==> config.mk <==
export PLATFORM = sky130hd
export DESIGN_NAME = port_e_f_pin_function_select
export DESIGN_NICKNAME = d
export VERILOG_FILES = /design/src/pin_select_pkg.sv /design/src/port_e_f_pin_function_select.sv
export SDC_FILE = /design/constraint.sdc
export NUM_CORES = 1
export LEC_CHECK = 0
export BUFFER_PORTS_ARGS = -buffer_cell sky130_fd_sc_hd__buf_2
export CORE_UTILIZATION = 28
export DETAILED_ROUTE_END_ITERATION = 8
export HOLD_SLACK_MARGIN = 0.15
export PLACE_DENSITY_LB_ADDON = 0.2
export SETUP_SLACK_MARGIN = 0.05
export SLEW_MARGIN = 0
export SYNTH_ARGS = -nofsm -noshare
export SYNTH_HDL_FRONTEND = slang
export SYNTH_SLANG_ARGS = --single-unit
==> constraint.sdc <==
create_clock -name clk_i -period 1.6 [get_ports clk_i]
set_input_delay 0.16 -clock clk_i [delete_from_list [all_inputs] [get_ports clk_i]]
set_output_delay 0.16 -clock clk_i [all_outputs]
set_load 0.01 [all_outputs]
==> src/pin_select_pkg.sv <==
package pin_select_pkg;

  // register byte offsets in the peripheral space; data sits in the low bits of the bus
  localparam logic [23:0] port_f_function_select_idx = 24'h100051;
  localparam logic [23:0] port_e_function_select_idx = 24'h100052;
  localparam int          addr_w                     = 26;
  localparam logic [25:0] port_f_addr                = {2'h0, port_f_function_select_idx};
  localparam logic [25:0] port_e_addr                = {2'h0, port_e_function_select_idx};

  // port e writable bits: 14,12,10,8,6,4,3..0
  localparam logic [15:0] pe_write_mask     = 16'h555f;
  localparam logic [15:0] pe_reset_master   = 16'h555f;
  localparam logic [15:0] pe_reset_single   = 16'h0000;
  localparam logic [7:0]  pf_write_mask     = 8'he0;
  localparam logic [7:0]  pf_reset_master   = 8'he0;
  localparam logic [7:0]  pf_reset_single   = 8'h00;

  // select bit positions in port e and port f; e1 and e0 give the low bit of their two-bit fields
  localparam int pe_e7_bit = 14;
  localparam int pe_e6_bit = 12;
  localparam int pe_e5_bit = 10;
  localparam int pe_e4_bit = 8;
  localparam int pe_e3_bit = 6;
  localparam int pe_e2_bit = 4;
  localparam int pe_e1_lsb = 2;
  localparam int pe_e0_lsb = 0;
  localparam int pf_f5_bit = 5;
  localparam int pf_f7_bit = 7;

  // two-bit field codes; both 0x codes mean gpio
  localparam logic [1:0] field_alt = 2'b10;
  localparam logic [1:0] field_pri = 2'b11;

  // pin function codes driven to the pad mux
  typedef enum logic [1:0] {
    fn_gpio      = 2'b00,
    fn_primary   = 2'b01,
    fn_alternate = 2'b10,
    fn_size      = 2'b11
  } pin_fn_e;

  typedef struct packed {
    logic [15:0] port_e_function_select;
    logic [7:0]  port_f_function_select;
    logic        ack;
    logic [31:0] rdata;
    logic        cfg_done;
    pin_fn_e [7:0] port_e_fn;
    logic [7:5]  f_addr;
    logic [7:5]  f_cs;
    logic [7:0]  e_gpio;
    logic [7:5]  f_gpio;
  } sel_state_s;

endpackage : pin_select_pkg

==> src/port_e_f_pin_function_select.sv <==
// The Wishbone interface to the registers was left to the implementer.
`timescale 1ns/10ps
// Contract
// - e select bit 14 gives e7 to output-enable strobe, else gpio.
// - e select bit 12 gives e6 to transfer acknowledge input, else gpio.
// - e select bit 10 gives e5 to transfer error acknowledge, else gpio.
// - e select bit 8 gives e4 to read/write indicator, else gpio.
// - e select bit 6 gives e3 to timer sync a, else gpio.
// - e select bit 4 gives e2 to timer sync b, else gpio.
// - size functions on e3/e2 come only from the size-pins enable bit.
// - bits 3-2 pick e1: 0x gpio, 10 sync a, 11 transfer start.
// - bits 1-0 pick e0: 0x gpio, 10 sync b, 11 transfer in progress.
// - port e register read/write; odd bits 15..5 read zero, ignore writes.
// - reset loads ones and fields 11 in master mode, zeros in single-chip.
// - f select bit 7 gives f7 to address 23 or chip select six.
// - f select bit 6 gives f6 to address 22 or chip select five.
// - f select bit 5 gives f5 to address 21 or chip select four.
// - f bits 4-0 are reserved, read zero, reset zero.
// - f select bits reset to one in master mode, zero otherwise.
// - a pin on gpio is served by the port data logic, not the peripheral.
module port_e_f_pin_function_select (
  input  wire logic                         clk_i,
  input  wire logic                         rst_i,
  input  wire logic [25:0]                  adr_i,
  input  wire logic [31:0]                  dat_i,
  input  wire logic [3:0]                   sel_i,
  input  wire logic                         we_i,
  input  wire logic                         cyc_i,
  input  wire logic                         stb_i,
  output logic      [31:0]                  dat_o,
  output logic                              ack_o,
  input  wire logic                         master_mode_i,
  input  wire logic                         chip_select_mode_i,
  input  wire logic                         size_pins_enable_i,
  output pin_select_pkg::pin_fn_e [7:0]     port_e_fn_o,
  output logic      [7:5]                   port_f_address_o,
  output logic      [7:5]                   port_f_chip_select_o,
  output logic      [7:0]                   port_e_gpio_o,
  output logic      [7:5]                   port_f_gpio_o
);

  // single-bit select: a set bit hands the pin to its function, a clear bit leaves it on gpio
  function automatic pin_select_pkg::pin_fn_e bit_fn(input logic                    sel,
                                                     input pin_select_pkg::pin_fn_e on_fn);
    pin_select_pkg::pin_fn_e r;
    r = pin_select_pkg::fn_gpio;
    if (sel) begin
      r = on_fn;
    end
    return r;
  endfunction : bit_fn

  // two-bit field: both 0x codes mean gpio, so no code of the field is illegal
  function automatic pin_select_pkg::pin_fn_e field_fn(input logic [1:0] f);
    pin_select_pkg::pin_fn_e r;
    r = pin_select_pkg::fn_gpio;
    if (f == pin_select_pkg::field_alt) begin
      r = pin_select_pkg::fn_alternate;
    end else if (f == pin_select_pkg::field_pri) begin
      r = pin_select_pkg::fn_primary;
    end
    return r;
  endfunction : field_fn

  // lane merge: only enabled, writable bits change; reserved bits keep their zero
  function automatic logic [15:0] lane_merge(input logic [15:0] old_v,
                                             input logic [15:0] new_v,
                                             input logic [15:0] keep);
    logic [15:0] r;
    r = (old_v & ~keep) | (new_v & keep);
    return r;
  endfunction : lane_merge

  pin_select_pkg::sel_state_s    state_ff;
  pin_select_pkg::sel_state_s    nxt_state;
  pin_select_pkg::pin_fn_e [7:0] pin_fn;
  logic [15:0]                   e_keep;
  logic [15:0]                   f_keep;
  logic [15:0]                   f_merge;
  logic                          req;
  logic                          hit_e;
  logic                          hit_f;

  // byte lane 0 carries bits 7..0 and lane 1 bits 15..8 of a register
  assign e_keep = {{8{sel_i[1]}}, {8{sel_i[0]}}} & pin_select_pkg::pe_write_mask;
  assign f_keep = {8'h00, {8{sel_i[0]}} & pin_select_pkg::pf_write_mask};
  assign req    = cyc_i && stb_i && !state_ff.ack;
  assign hit_e  = (adr_i == pin_select_pkg::port_e_addr);
  assign hit_f  = (adr_i == pin_select_pkg::port_f_addr);

  always_comb begin
    nxt_state     = state_ff;
    nxt_state.ack = 1'b0;
    pin_fn        = state_ff.port_e_fn;
    f_merge       = lane_merge({8'h00, state_ff.port_f_function_select},
                               {8'h00, dat_i[7:0]},
                               f_keep);

    // master_mode_i is taken one edge after release, when the latched value has settled; the other mode inputs act at every edge
    nxt_state.cfg_done = 1'b1;
    if (!state_ff.cfg_done) begin
      if (master_mode_i) begin
        nxt_state.port_e_function_select = pin_select_pkg::pe_reset_master;
        nxt_state.port_f_function_select = pin_select_pkg::pf_reset_master;
      end else begin
        nxt_state.port_e_function_select = pin_select_pkg::pe_reset_single;
        nxt_state.port_f_function_select = pin_select_pkg::pf_reset_single;
      end
    end else if (req) begin
      // every access is acked so a stray address cannot hang the bus; unmapped reads give zero
      nxt_state.ack   = 1'b1;
      nxt_state.rdata = '0;
      if (hit_e) begin
        nxt_state.rdata = {16'h0000, state_ff.port_e_function_select};
        if (we_i) begin
          nxt_state.port_e_function_select = lane_merge(state_ff.port_e_function_select,
                                                        dat_i[15:0],
                                                        e_keep);
        end
      end else if (hit_f) begin
        nxt_state.rdata = {24'h000000, state_ff.port_f_function_select};
        if (we_i) begin
          nxt_state.port_f_function_select = f_merge[7:0];
        end
      end
    end

    // pins decode the registered selects, so a pin moves one edge after its write
    pin_fn[7] = bit_fn(state_ff.port_e_function_select[pin_select_pkg::pe_e7_bit],
                       pin_select_pkg::fn_primary);
    pin_fn[6] = bit_fn(state_ff.port_e_function_select[pin_select_pkg::pe_e6_bit],
                       pin_select_pkg::fn_primary);
    pin_fn[5] = bit_fn(state_ff.port_e_function_select[pin_select_pkg::pe_e5_bit],
                       pin_select_pkg::fn_primary);
    pin_fn[4] = bit_fn(state_ff.port_e_function_select[pin_select_pkg::pe_e4_bit],
                       pin_select_pkg::fn_primary);
    pin_fn[3] = bit_fn(state_ff.port_e_function_select[pin_select_pkg::pe_e3_bit],
                       pin_select_pkg::fn_alternate);
    pin_fn[2] = bit_fn(state_ff.port_e_function_select[pin_select_pkg::pe_e2_bit],
                       pin_select_pkg::fn_alternate);
    // the size functions belong to the configuration bit alone and win over the register
    if (size_pins_enable_i) begin
      pin_fn[3] = pin_select_pkg::fn_size;
      pin_fn[2] = pin_select_pkg::fn_size;
    end
    pin_fn[1] = field_fn(state_ff.port_e_function_select[pin_select_pkg::pe_e1_lsb +: 2]);
    pin_fn[0] = field_fn(state_ff.port_e_function_select[pin_select_pkg::pe_e0_lsb +: 2]);
    nxt_state.port_e_fn = pin_fn;

    // a gpio pin is handed to the port data logic in the same edge as its function code
    for (int k = 0; k < 8; k++) begin
      nxt_state.e_gpio[k] = (pin_fn[k] == pin_select_pkg::fn_gpio);
    end

    // the address/chip-select choice is a level; changing it moves the pins one edge later
    for (int i = pin_select_pkg::pf_f5_bit; i <= pin_select_pkg::pf_f7_bit; i++) begin
      nxt_state.f_addr[i] = state_ff.port_f_function_select[i] && !chip_select_mode_i;
      nxt_state.f_cs[i]   = state_ff.port_f_function_select[i] && chip_select_mode_i;
      nxt_state.f_gpio[i] = !state_ff.port_f_function_select[i];
    end
  end

  always_ff @(posedge clk_i) begin
    if (rst_i) begin
      state_ff <= '0;
    end else begin
      state_ff <= nxt_state;
    end
  end

  assign port_e_fn_o          = state_ff.port_e_fn;
  assign port_f_address_o     = state_ff.f_addr;
  assign port_f_chip_select_o = state_ff.f_cs;
  assign port_e_gpio_o        = state_ff.e_gpio;
  assign port_f_gpio_o        = state_ff.f_gpio;
  assign ack_o                = state_ff.ack;
  assign dat_o                = state_ff.rdata;

endmodule : port_e_f_pin_function_select

==> run summary, run 1 <==
outcome: finished, final reports clean
Hold Fails Final Rpt: 0
Tightest Pin Transition: 0.6201 ns
Yosys reg bits: 55
Synth Cell Area: 2515 µm²
Power Density: 857.8 nW/µm²
number of DRC markers in iteration 0: 66
H-tree Lvls: 2
die height: 96.77 µm
crit end category: register
CTS tree: done
switching pwr: 0.0006373 W
initial antenna violation count: 0
period utilization: 96.00%
DRT Pass-1 Iters: 4
largest area contributor in the netlist: dfxtp_1
sequential share of the synthesized area: 43.78%
fill count: 928
Worst Path Arrival: 1.79 ns
die extent in x: 96.77 µm
synthesized area per cell: 9.455 µm²
highest net fanout along the worst path: 5
root buffer cell: clkbuf_8
Unique masters post-synth: 41
Max Root-Sink Buffers: 2
simple-gate share of the synthesized area: 21.09%
Synth area leaders: dfxtp_1, buf_4, nor2_1
DRC: 0
IO Pins: 136
compound-gate portion of the synthesized area: 12.24%
P_int: 0.001885 W
worst hold path startpoint: dat_i[8]
Worst EP required: 1.86 ns
WL final: 5577 µm
Core Util, Final: 33.72%
FFs w/ async S/R, synth: 0%
worst slew margin relative to its limit: 58.22%
R2R cell count: 5
reg2reg start: ack_o
Clk pwr share: 29.1%
vias in the first global route: 1838
ys flop type: dfxtp_1
sequential share of power: 58.1%
RD Place Congestion: 0.7551
post-synthesis mux area share: 0%
grt met1 use: 16.06%
synth cell count leaders: buf_4, dfxtp_1, nor2_1
RR Endpoint: state_ff[89]
post-synthesis xor/xnor area fraction: 0%
busiest metal layer after global routing: met2
Antenna Cells: 0
min-delay worst type: input port to register
vias: 1928
core box area: 8721 µm²
clock sink count: 55
hold path cells: 3
GRT Overall Usage: 12.11%
Max-Cap Viols: 0
reg-to-reg slack, setup: 0.06 ns
first-pass GRT wire length: 8887 µm
Rows: 34
met3 usage: 2.962%
met2 Use GR: 18.53%
Logic pwr share: 12.9%
Synth top area share: 43.78%
static leakage: 1.393 nW
Post-DP HPWL: 4288 µm
nets@finish: 402
Initial Util: 28.84%
crit path time final: 1.536 ns
Setup CP Type: register to register
die area: 9364 µm²
maximum vdd drop: 0.3346 mV
total grt overflow: 0
Post-synth EDFFs: 0
placed inst area: 2776 µm²
most frequent cell after synthesis: buf_4
Final setup viols: 0
clk_lat worst skew: 0.30 ns
Setup Skew: 0.01011 ns
drt wl/cell: 12.65 µm
Max Clock Freq: 651.0 MHz
clk slew on worst S/H paths: 0.10 ns
via/cell ratio: 4.372
largest net degree at the start of global routing: 27
Cells after Synth: 266
Worst Hold End: state_ff[83]
Synth Area in Adders: 0%
fin area: 2940 µm²
Sw Share: 25.27%
Port Buffer Count: 89
RSZ-0062 raised after global routing: yes
Max Slew Vio Count: 0
synthesis-to-layout area growth: 16.92%
antenna-violating nets left: 0
Synth Warn #: 0
largest family of logic cells by synthesized area: buffers and inverters
CTS buffer count: 5
nature of the critical path startpoint: register
layout cells sized above 1: 36.64%
-- sequential cells by signal, summed over array words and instances (netlist names) --
name and count:
port_f_gpio_o 3, port_e_gpio_o 8, state_ff 14, port_f_chip_select_o 3
port_e_fn_o 11, dat_o 12, port_f_address_o 3, ack_o 1
-- cell families after synthesis --
kind of cell	Yosys count
simple gates	86
buf+inv	86
flops	55
compound gates	38
other cells	1
-- timing repair --
action / in CTS / in global routing
hold buffers: 6 / 0
setup endpoints to repair: 4 / 12
hold endpoints to repair: 14 / 0
gates resized for setup: 2 / 4
buffers inserted: 0 / 1
-- worst max-delay path: stages, from the launching register on --
cell and delay (ns):
dfxtp_2 0.34, and4b_1 0.29, nand4_1 0.11, buf_4 0.18, or4_1 0.48, nand3_1 0.08
-- through the flow --
stage,setup WS [ns],hold slack (ns),TNS (ns),power [W],instances
floorplan,0.07268,0.2368,0,0.001744,289
finish,0.06393,0.1794,0,0.002522,441
detailed placement,-0.08011,0.3794,-0.9032,0.001809,426
CTS,0.05711,0.1850,0,0.002548,440
global route,0.002699,0.1965,0,0.002660,441
global placement,-0.1150,0.3792,-1.639,0.001806,426
-- worst max path at each step --
stage | end | startpoint | cells past startpoint | slack [ns]
2_1_floorplan | state_ff[81] | ack_o | 5 | 0.07
3_3_place_gp | state_ff[85] | adr_i[24] | 7 | -0.12
3_5_place_dp | state_ff[81] | adr_i[24] | 6 | -0.08
4_1_cts | state_ff[89] | ack_o | 5 | 0.06
5_1_grt | state_ff[89] | ack_o | 5 | 0.003
6_report | state_ff[89] | ack_o | 5 | 0.06
-- layout by cell type (no fill, tap or decap), types with 2 or more instances in the layout --
cell / Yosys / final
buf_2: 2 / 89
dfxtp_1: 55 / 54
nor2_1: 24 / 24
conb_1: 1 / 24
buf_4: 65 / 14
inv_1: 11 / 11
nor3_1: 10 / 10
nor2b_1: 9 / 9
a22o_1: 9 / 9
nor4_1: 8 / 8
nand2_1: 7 / 7
dlygate4sd3_1: 0 / 6
clkbuf_8: 0 / 5
nand4_1: 4 / 4
o211ai_1: 4 / 4
o21ai_0: 4 / 4
a21oi_1: 4 / 4
o211a_1: 3 / 3
and2_1: 3 / 3
o21a_1: 3 / 3
o32a_1: 3 / 3
a311oi_1: 4 / 3
or4_1: 3 / 3
nor4b_4: 2 / 2
and3b_1: 2 / 2
nand2b_1: 2 / 2
nand3_1: 2 / 2
clkbuf_1: 5 / 2
-- final cells by class --
| cell class | instances | area, µm² | share of cell area (%) |
|---|---|---|---|
| sequential | 55 | 1102 | 37.49 |
| multi-input combinational | 148 | 938.4 | 31.91 |
| timing repair buffer | 111 | 641.9 | 21.83 |
| tap | 108 | 135.1 | 4.596 |
| clock buffer | 7 | 76.32 | 2.596 |
| inverter | 11 | 41.29 | 1.404 |
| clock inverter | 1 | 5.005 | 0.1702 |
-- power groups by stage --
stage / clock, W / combinational [W] / sequential, W
6_report: 0.000734 / 0.000324 / 0.00146
2_1_floorplan: 0 / 0.000258 / 0.00149
3_5_place_dp: 0 / 0.000312 / 0.00150
4_1_cts: 0.000758 / 0.000324 / 0.00147
5_1_grt: 0.000825 / 0.000360 / 0.00148
3_3_place_gp: 0 / 0.000309 / 0.00150
-- layer usage --
| layer | part of all wire, % | vias to the layer above |
|---|---|---|
| li1 | - | 961 |
| met1 | 46 | 872 |
| met2 | 45 | 85 |
| met3 | 6.6 | 10 |
| met4 | 2.6 | 0 |
| met5 | 0 | - |
(Power assumes the default switching activity.)
==> inputs of run 2 (changes only) <==
--- a/config.mk
+++ b/config.mk
@@ -5,6 +5,7 @@
 export SDC_FILE = /design/constraint.sdc
 export NUM_CORES = 1
 export LEC_CHECK = 0
+export ABC_AREA = 1
 export BUFFER_PORTS_ARGS = -buffer_cell sky130_fd_sc_hd__buf_2
 export CORE_UTILIZATION = 28
 export DETAILED_ROUTE_END_ITERATION = 8
==> run 2 against run 1 <==
Net effect:
- sequential share of layout area is 0.45 points lower
- worst setup slack better by 0.23 ns
- total power up 11%
- maximum frequency increased by 18%
- clock power grew 35%
- wire length is 4.3% higher
- non-clock buffer count shrank 15
- die area up 6.3%
- combinational power is 8.3% higher
==> run summary, run 2 <==
outcome: finished, final reports clean
Synth area leaders: dfxtp_1, buf_4, nand2_1
drt wl/cell: 10.81 µm (-15%)
fill count: 1013 (+9.2%)
via/cell ratio: 3.985 (-8.8%)
Initial Util: 28.98% (+0.14 points)
Yosys reg bits: 55 (unchanged)
first-pass GRT wire length: 9397 µm (+5.7%)
nature of the critical path startpoint: register
number of DRC markers in iteration 0: 67 (+1.5%)
Critical Path Slowest Stage Cell: dfxtp_1
layout cells sized above 1: 26.89% (-9.7 points)
ys flop type: dfxtp_1
die area: 9958 µm² (+6.3%)
clk_lat worst skew: 0.31 ns (about the same)
die height: 99.79 µm (+3.1%)
Unique masters post-synth: 24 (-41%)
root buffer cell: clkbuf_8
Power Density: 945.7 nW/µm² (+10%)
multi-input combinational cell area: 945.9 µm² (+0.80%)
GRT Overall Usage: 11.93% (-0.18 points)
sequential share of power: 52.3% (-5.8 points)
commonest non-fill, non-tap cell in the layout: buf_2
clock sink count: 55 (unchanged)
Rows: 35 (+2.9%)
switching pwr: 0.0007228 W (+13%)
sequential share of the synthesized area: 41.12% (-2.7 points)
Largest Register: state_ff
delay-heaviest family, CP: simple AND/OR/NAND/NOR gates
min-delay worst type: input port to register
Setup CP Type: register to register
Max-Cap Viols: 0 (unchanged)
RSZ-0062 raised after global routing: no
maximum vdd drop: 0.3353 mV (+0.20%)
IO Pins: 136 (unchanged)
CTS tree: done
FF/Latch Area: 1101 µm² (-0.11%)
postcts setup bufs: 0 (unchanged)
RR Endpoint: state_ff[87]
crit-path most repeated cell: nor2_1
Max Slew Vio Count: 0 (unchanged)
Stages on worst setup path: 7 (+2)
slowest cell delay on critical path: 0.32 ns (-0.16 ns)
worst slew margin relative to its limit: 65.91% (+7.7 points)
P_int: 0.002089 W (+11%)
largest net degree at the start of global routing: 38 (+41%)
Synth Warn #: 0 (unchanged)
clk slew on worst S/H paths: 0.10 ns (about the same)
total grt overflow: 0 (unchanged)
vias: 2144 (+11%)
H-tree Lvls: 2 (unchanged)
worst-path cell chain: nor2_1, and3_1, nand3_2, nand2_2, inv_1, nor2_1, nor2_1
DRT Pass-1 Iters: 4 (unchanged)
synth cell count leaders: buf_4, nand2_1, dfxtp_1
crit end category: register
most frequent cell after synthesis: buf_4
synthesis-to-layout area growth: 11.03%
Antenna Cells: 0 (unchanged)
Post-DP HPWL: 4263 µm (-0.59%)
Worst EP required: 1.82 ns (-0.04 ns)
Setup Skew: 0.01098 ns (+0.0008714 ns)
nets@finish: 478 (+19%)
Post-Route Setup TNS: 0 ns (unchanged)
period utilization: 81.61% (-14 points)
reg2reg start: ack_o
Max Clock Freq: 765.8 MHz (+18%)
Core Util, Final: 32.17% (-1.5 points)
Inst Count DP: 528 (+24%)
Synth Cell Area: 2678 µm² (+6.5%)
Synth top area share: 41.12% (-2.7 points)
highest net fanout along the worst path: 9 (+4)
DRC: 0 (unchanged)
initial antenna violation count: 0 (unchanged)
Worst Setup SP: ack_o
Cells after Synth: 362 (+36%)
max reg flops: 14 (unchanged)
core box area: 9240 µm² (+6.0%)
Sw Share: 25.71% (+0.44 points)
Layout Cells excl Fill: 538 (+22%)
synthesized area per cell: 7.397 µm² (-22%)
Tightest Pin Transition: 0.5107 ns (-0.1094 ns)
most frequent cells in the layout: buf_2, nand2_1, dfxtp_1
static leakage: 1.481 nW (+6.3%)
Worst Path Arrival: 1.53 ns (-0.26 ns)
Max Root-Sink Buffers: 2 (unchanged)
crit path time final: 1.306 ns (-0.2302 ns)
Clk pwr share: 35.2% (+6.1 points)
buffers plus inverters on the worst setup path: 1 (unchanged)
Worst setup endpoint: state_ff[87]
Final setup viols: 0 (unchanged)
CTS buffer count: 5 (unchanged)
Port Buffer Count: 89 (unchanged)
R2R cell count: 7 (+2)
antenna-violating nets left: 0 (unchanged)
vias in the first global route: 1936 (+5.3%)
Logic pwr share: 12.5% (-0.4 points)
FFs w/ async S/R, synth: 0% (unchanged)
Post-synth EDFFs: 0 (unchanged)
die extent in x: 99.79 µm (+3.1%)
largest area contributor in the netlist: dfxtp_1
Hold Fails Final Rpt: 0 (unchanged)
WL final: 5815 µm (+4.3%)
RD Place Congestion: 0.7143 (-5.4%)
reg-to-reg slack, setup: 0.29 ns (+0.23 ns)
-- run 2: stage by stage --
step | setup WS (ns) | total power (W) | instance area, µm² | hold slack, ns
3_3_place_gp | 0.2686 | 0.001849 | 2830 | 0.3693
5_1_grt | 0.1272 | 0.002975 | 2973 | 0.3092
4_1_cts | 0.1898 | 0.002852 | 2972 | 0.2792
2_1_floorplan | 0.4750 | 0.001811 | 2764 | 0.2368
6_report | 0.2942 | 0.002812 | 2973 | 0.2801
3_5_place_dp | 0.2242 | 0.001851 | 2830 | 0.3648
-- run 2: repair_timing --
item,in CTS,in global routing
gates resized for setup,0,1
hold buffers,2,0
hold endpoints to repair,11,0
setup endpoints to repair,0,2
-- run 2: worst min-delay path by stage --
stage | from | cells after the start | to
finish | dat_i[8] | 5 | state_ff[83]
global route | dat_i[12] | 5 | state_ff[87]
CTS | dat_i[8] | 5 | state_ff[83]
detailed placement | size_pins_enable_i | 2 | port_e_gpio_o[2]
global placement | size_pins_enable_i | 2 | port_e_gpio_o[2]
floorplan | size_pins_enable_i | 1 | port_e_gpio_o[2]
-- run 2: worst min-delay path, cell delays in order --
cell and delay [ns]:
buf_2 0.08, a21oi_1 0.05, o21ai_0 0.14, nor2_1 0.06, nor2_1 0.07
-- run 2: power by group through the flow --
stage	clock [W]	combinational (W)	sequential, W
3_3_place_gp	0	0.000348	0.00150
5_1_grt	0.00109	0.000405	0.00148
2_1_floorplan	0	0.000320	0.00149
4_1_cts	0.00103	0.000355	0.00147
6_report	0.000990	0.000351	0.00147
3_5_place_dp	0	0.000349	0.00150
-- run 2: kinds of logic after synthesis --
logic type / share of synthesized area, %
flip-flops: 41.12
AO/OA/AOI/OAI: 11.03
AND/OR/NAND/NOR: 20.94
other: 0.1401
buffers and inverters: 26.78
-- run 2: final cells by class --
class,count,share of cell area (%)
well taps,129,5.429
inverters,37,4.714
clock buffers,6,2.778
flip-flops and latches,55,37.04
multi-input cells,213,31.82
clock inverters,2,1.305
repair buffers,96,16.92
-- run 2: layer usage --
metal | wire (µm) | track usage, % | vias to the layer above | part of all wire, %
met5 | 0 | 0 | - | 0
met1 | 2786 | 15.42 | 928 | 48
li1 | - | - | 1133 | -
met3 | 424 | 3.482 | 6 | 7.3
met2 | 2522 | 18.99 | 77 | 43
met4 | 82 | 4.072 | 0 | 1.4
==> inputs of run 3 (changes only) <==
==> constraint.sdc (replaced) <==
create_clock -name clk_i -period 1.2 [get_ports clk_i]
set_input_delay 0.12 -clock clk_i [delete_from_list [all_inputs] [get_ports clk_i]]
set_output_delay 0.12 -clock clk_i [all_outputs]
set_load 0.01 [all_outputs]
==> run 3 against run 2 <==
Net effect:
- the run now ends with setup timing left
- count of clock-buffer cells in the layout did not move
- flip-flop and latch count is the same
- critical path depth did not move
- worst setup slack got worse by 0.31 ns
- die area is the same
- critical path type unchanged
- largest cell class unchanged
==> run summary, run 3 (synthesized netlist as in run 2, its figures left out) <==
Antenna Cells: 0 (unchanged)
busiest metal layer after global routing: met2
Rows: 35 (unchanged)
synthesis-to-layout area growth: 19.11%
Initial Util: 28.98% (unchanged)
Clk pwr share: 29.3% (-5.9 points)
fill count: 1025 (+1.2%)
Largest Register: state_ff
Worst Path Arrival: 1.48 ns (-0.05 ns)
Power Total: 0.003515 W (+25%)
Max Root-Sink Buffers: 2 (unchanged)
static leakage: 1.568 nW (+5.9%)
postcts setup bufs: 0 (unchanged)
Sw Share: 27.59% (+1.9 points)
Worst EP required: 1.46 ns (-0.36 ns)
Hold Fails Final Rpt: 0 (unchanged)
nature of the critical path startpoint: register
RSZ-0062 raised after global routing: yes
slowest cell delay on critical path: 0.35 ns (+0.03 ns)
clk slew on worst S/H paths: 0.10 ns (about the same)
vias in the first global route: 2034 (+5.1%)
grt met1 use: 15.25% (-0.17 points)
delay-heaviest family, CP: simple AND/OR/NAND/NOR gates
root buffer cell: clkbuf_8
Worst Hold Margin: 0.1664 ns (-0.1137 ns)
core box area: 9240 µm² (unchanged)
crit end category: register
Power Density: 1102 nW/µm² (+17%)
crit path time final: 1.218 ns (-0.08779 ns)
clk_lat worst skew: 0.31 ns (about the same)
Setup Skew: 0.008076 ns (-0.002905 ns)
drt wl/cell: 10.77 µm (-0.36%)
sequential share of power: 55.7% (+3.4 points)
met3 usage: 3.134% (-0.35 points)
first-pass GRT wire length: 9591 µm (+2.1%)
vias: 2185 (+1.9%)
initial antenna violation count: 0 (unchanged)
Port Buffer Count: 89 (unchanged)
Max Clock Freq: 821.0 MHz (+7.2%)
min-delay worst type: input port to register
outcome: finished, violations left
IO Pins: 136 (unchanged)
WL final: 5977 µm (+2.8%)
number of DRC markers in iteration 0: 111 (+66%)
buffers plus inverters on the worst setup path: 1 (unchanged)
Logic pwr share: 15.0% (+2.5 points)
commonest non-fill, non-tap cell in the layout: buf_2
period utilization: 101.5% (+20 points)
Max-Cap Viols: 0 (unchanged)
Critical Path Slowest Stage Cell: dfxtp_2
P_int: 0.002545 W (+22%)
most frequent cells in the layout: buf_2, nand2_1, dfxtp_1
violated checks: setup timing
DRC: 0 (unchanged)
Core Util, Final: 34.52% (+2.3 points)
RD Place Congestion: 0.7158 (+0.21%)
clock sink count: 55 (unchanged)
layout cells sized above 1: 34.04% (+7.1 points)
maximum vdd drop: 0.5096 mV (+52%)
Worst Setup SP: ack_o
Stages on worst setup path: 7 (unchanged)
DRT Pass-1 Iters: 4 (unchanged)
setup ws final: -0.01804 ns (-0.3122 ns)
hold path cells: 3 (-2)
Max Slew Vio Count: 0 (unchanged)
die height: 99.79 µm (unchanged)
switching pwr: 0.0009696 W (+34%)
worst-path cell chain: nor2_4, and3_4, nand3_4, buf_6, nand3_2, nand2_1, nor2_1
Setup CP Type: register to register
die area: 9958 µm² (unchanged)
reg2reg start: ack_o
highest net fanout along the worst path: 5 (-4)
worst hold path startpoint: rst_i
largest net degree at the start of global routing: 38 (unchanged)
H-tree Lvls: 2 (unchanged)
GRT Overall Usage: 12.16% (+0.22 points)
R2R cell count: 7 (unchanged)
antenna-violating nets left: 0 (unchanged)
via/cell ratio: 3.937 (-1.2%)
CTS tree: done
met2 Use GR: 20.42% (+1.4 points)
die extent in x: 99.79 µm (unchanged)
nets@finish: 495 (+3.6%)
max reg flops: 14 (unchanged)
worst slack, placed: -0.08941 ns (-0.3136 ns)
Post-DP HPWL: 4335 µm (+1.7%)
Final setup viols: 9 (+9)
total grt overflow: 0 (unchanged)
CTS buffer count: 5 (unchanged)
run 3: cell count changes in the layout (fill, tap and decap cells not counted), sizes merged:
cell      change
buf          +16
bufinv        -1
clkinvlp      +1
nand2         +1
run 3: worst reg2reg max path: stages, from the launching register on:
cell and delay, ns:
dfxtp_2 0.35, nor2_4 0.12, and3_4 0.21, nand3_4 0.12, buf_6 0.18, nand3_2 0.06
nand2_1 0.05, nor2_1 0.08
run 3: through the flow:
step	TNS, ns	area, µm²	cells
floorplan	0	2764	385
finish	-0.06976	3189	555
detailed placement	-0.3991	2960	542
global route	-0.7584	3189	555
CTS	0	3139	554
global placement	-0.2187	2960	542
run 3: cell type report:
type	count	area (µm²)	share of cell area, %
Timing Repair Buffer	112	656.9	20.60
Inverter	37	141.4	4.433
Tap cell	129	161.4	5.061
Multi-Input combinational cell	214	1039	32.56
Clock inverter	2	12.51	0.3923
Clock buffer	6	72.57	2.275
Sequential cell	55	1106	34.68
run 3: final timing paths:
| path | slack, ns | endpoint |
|---|---|---|
| setup / recovery | -0.02 | state_ff[87] |
| hold / removal | 0.17 | state_ff[33] |
| setup reg to reg | -0.02 | state_ff[87] |
| hold reg to reg | 0.45 | port_e_fn_o[14] |
run 3: power by group through the flow:
stage	Sequential [W]	Combinational [W]	Clock [W]
2_1_floorplan	0.00199	0.000426	0
3_3_place_gp	0.00200	0.000501	0
3_5_place_dp	0.00200	0.000501	0
4_1_cts	0.00196	0.000520	0.00107
5_1_grt	0.00197	0.000600	0.00113
6_report	0.00196	0.000528	0.00103
run 3: what timing repair did:
item | in CTS | in global routing
hold buffers | 2 | 0
endpoints found under the setup margin | 22 | 21
pin swaps | 5 | 7
endpoints found under the hold margin | 11 | 0
resized for setup | 18 | 14
cloned | 2 | 1
run 3: per-layer routing:
layer | share of wire, % | up-vias
li1 | - | 1170
met1 | 46 | 943
met2 | 47 | 67
met3 | 6.4 | 5
met4 | 1.2 | 0
met5 | 0 | -
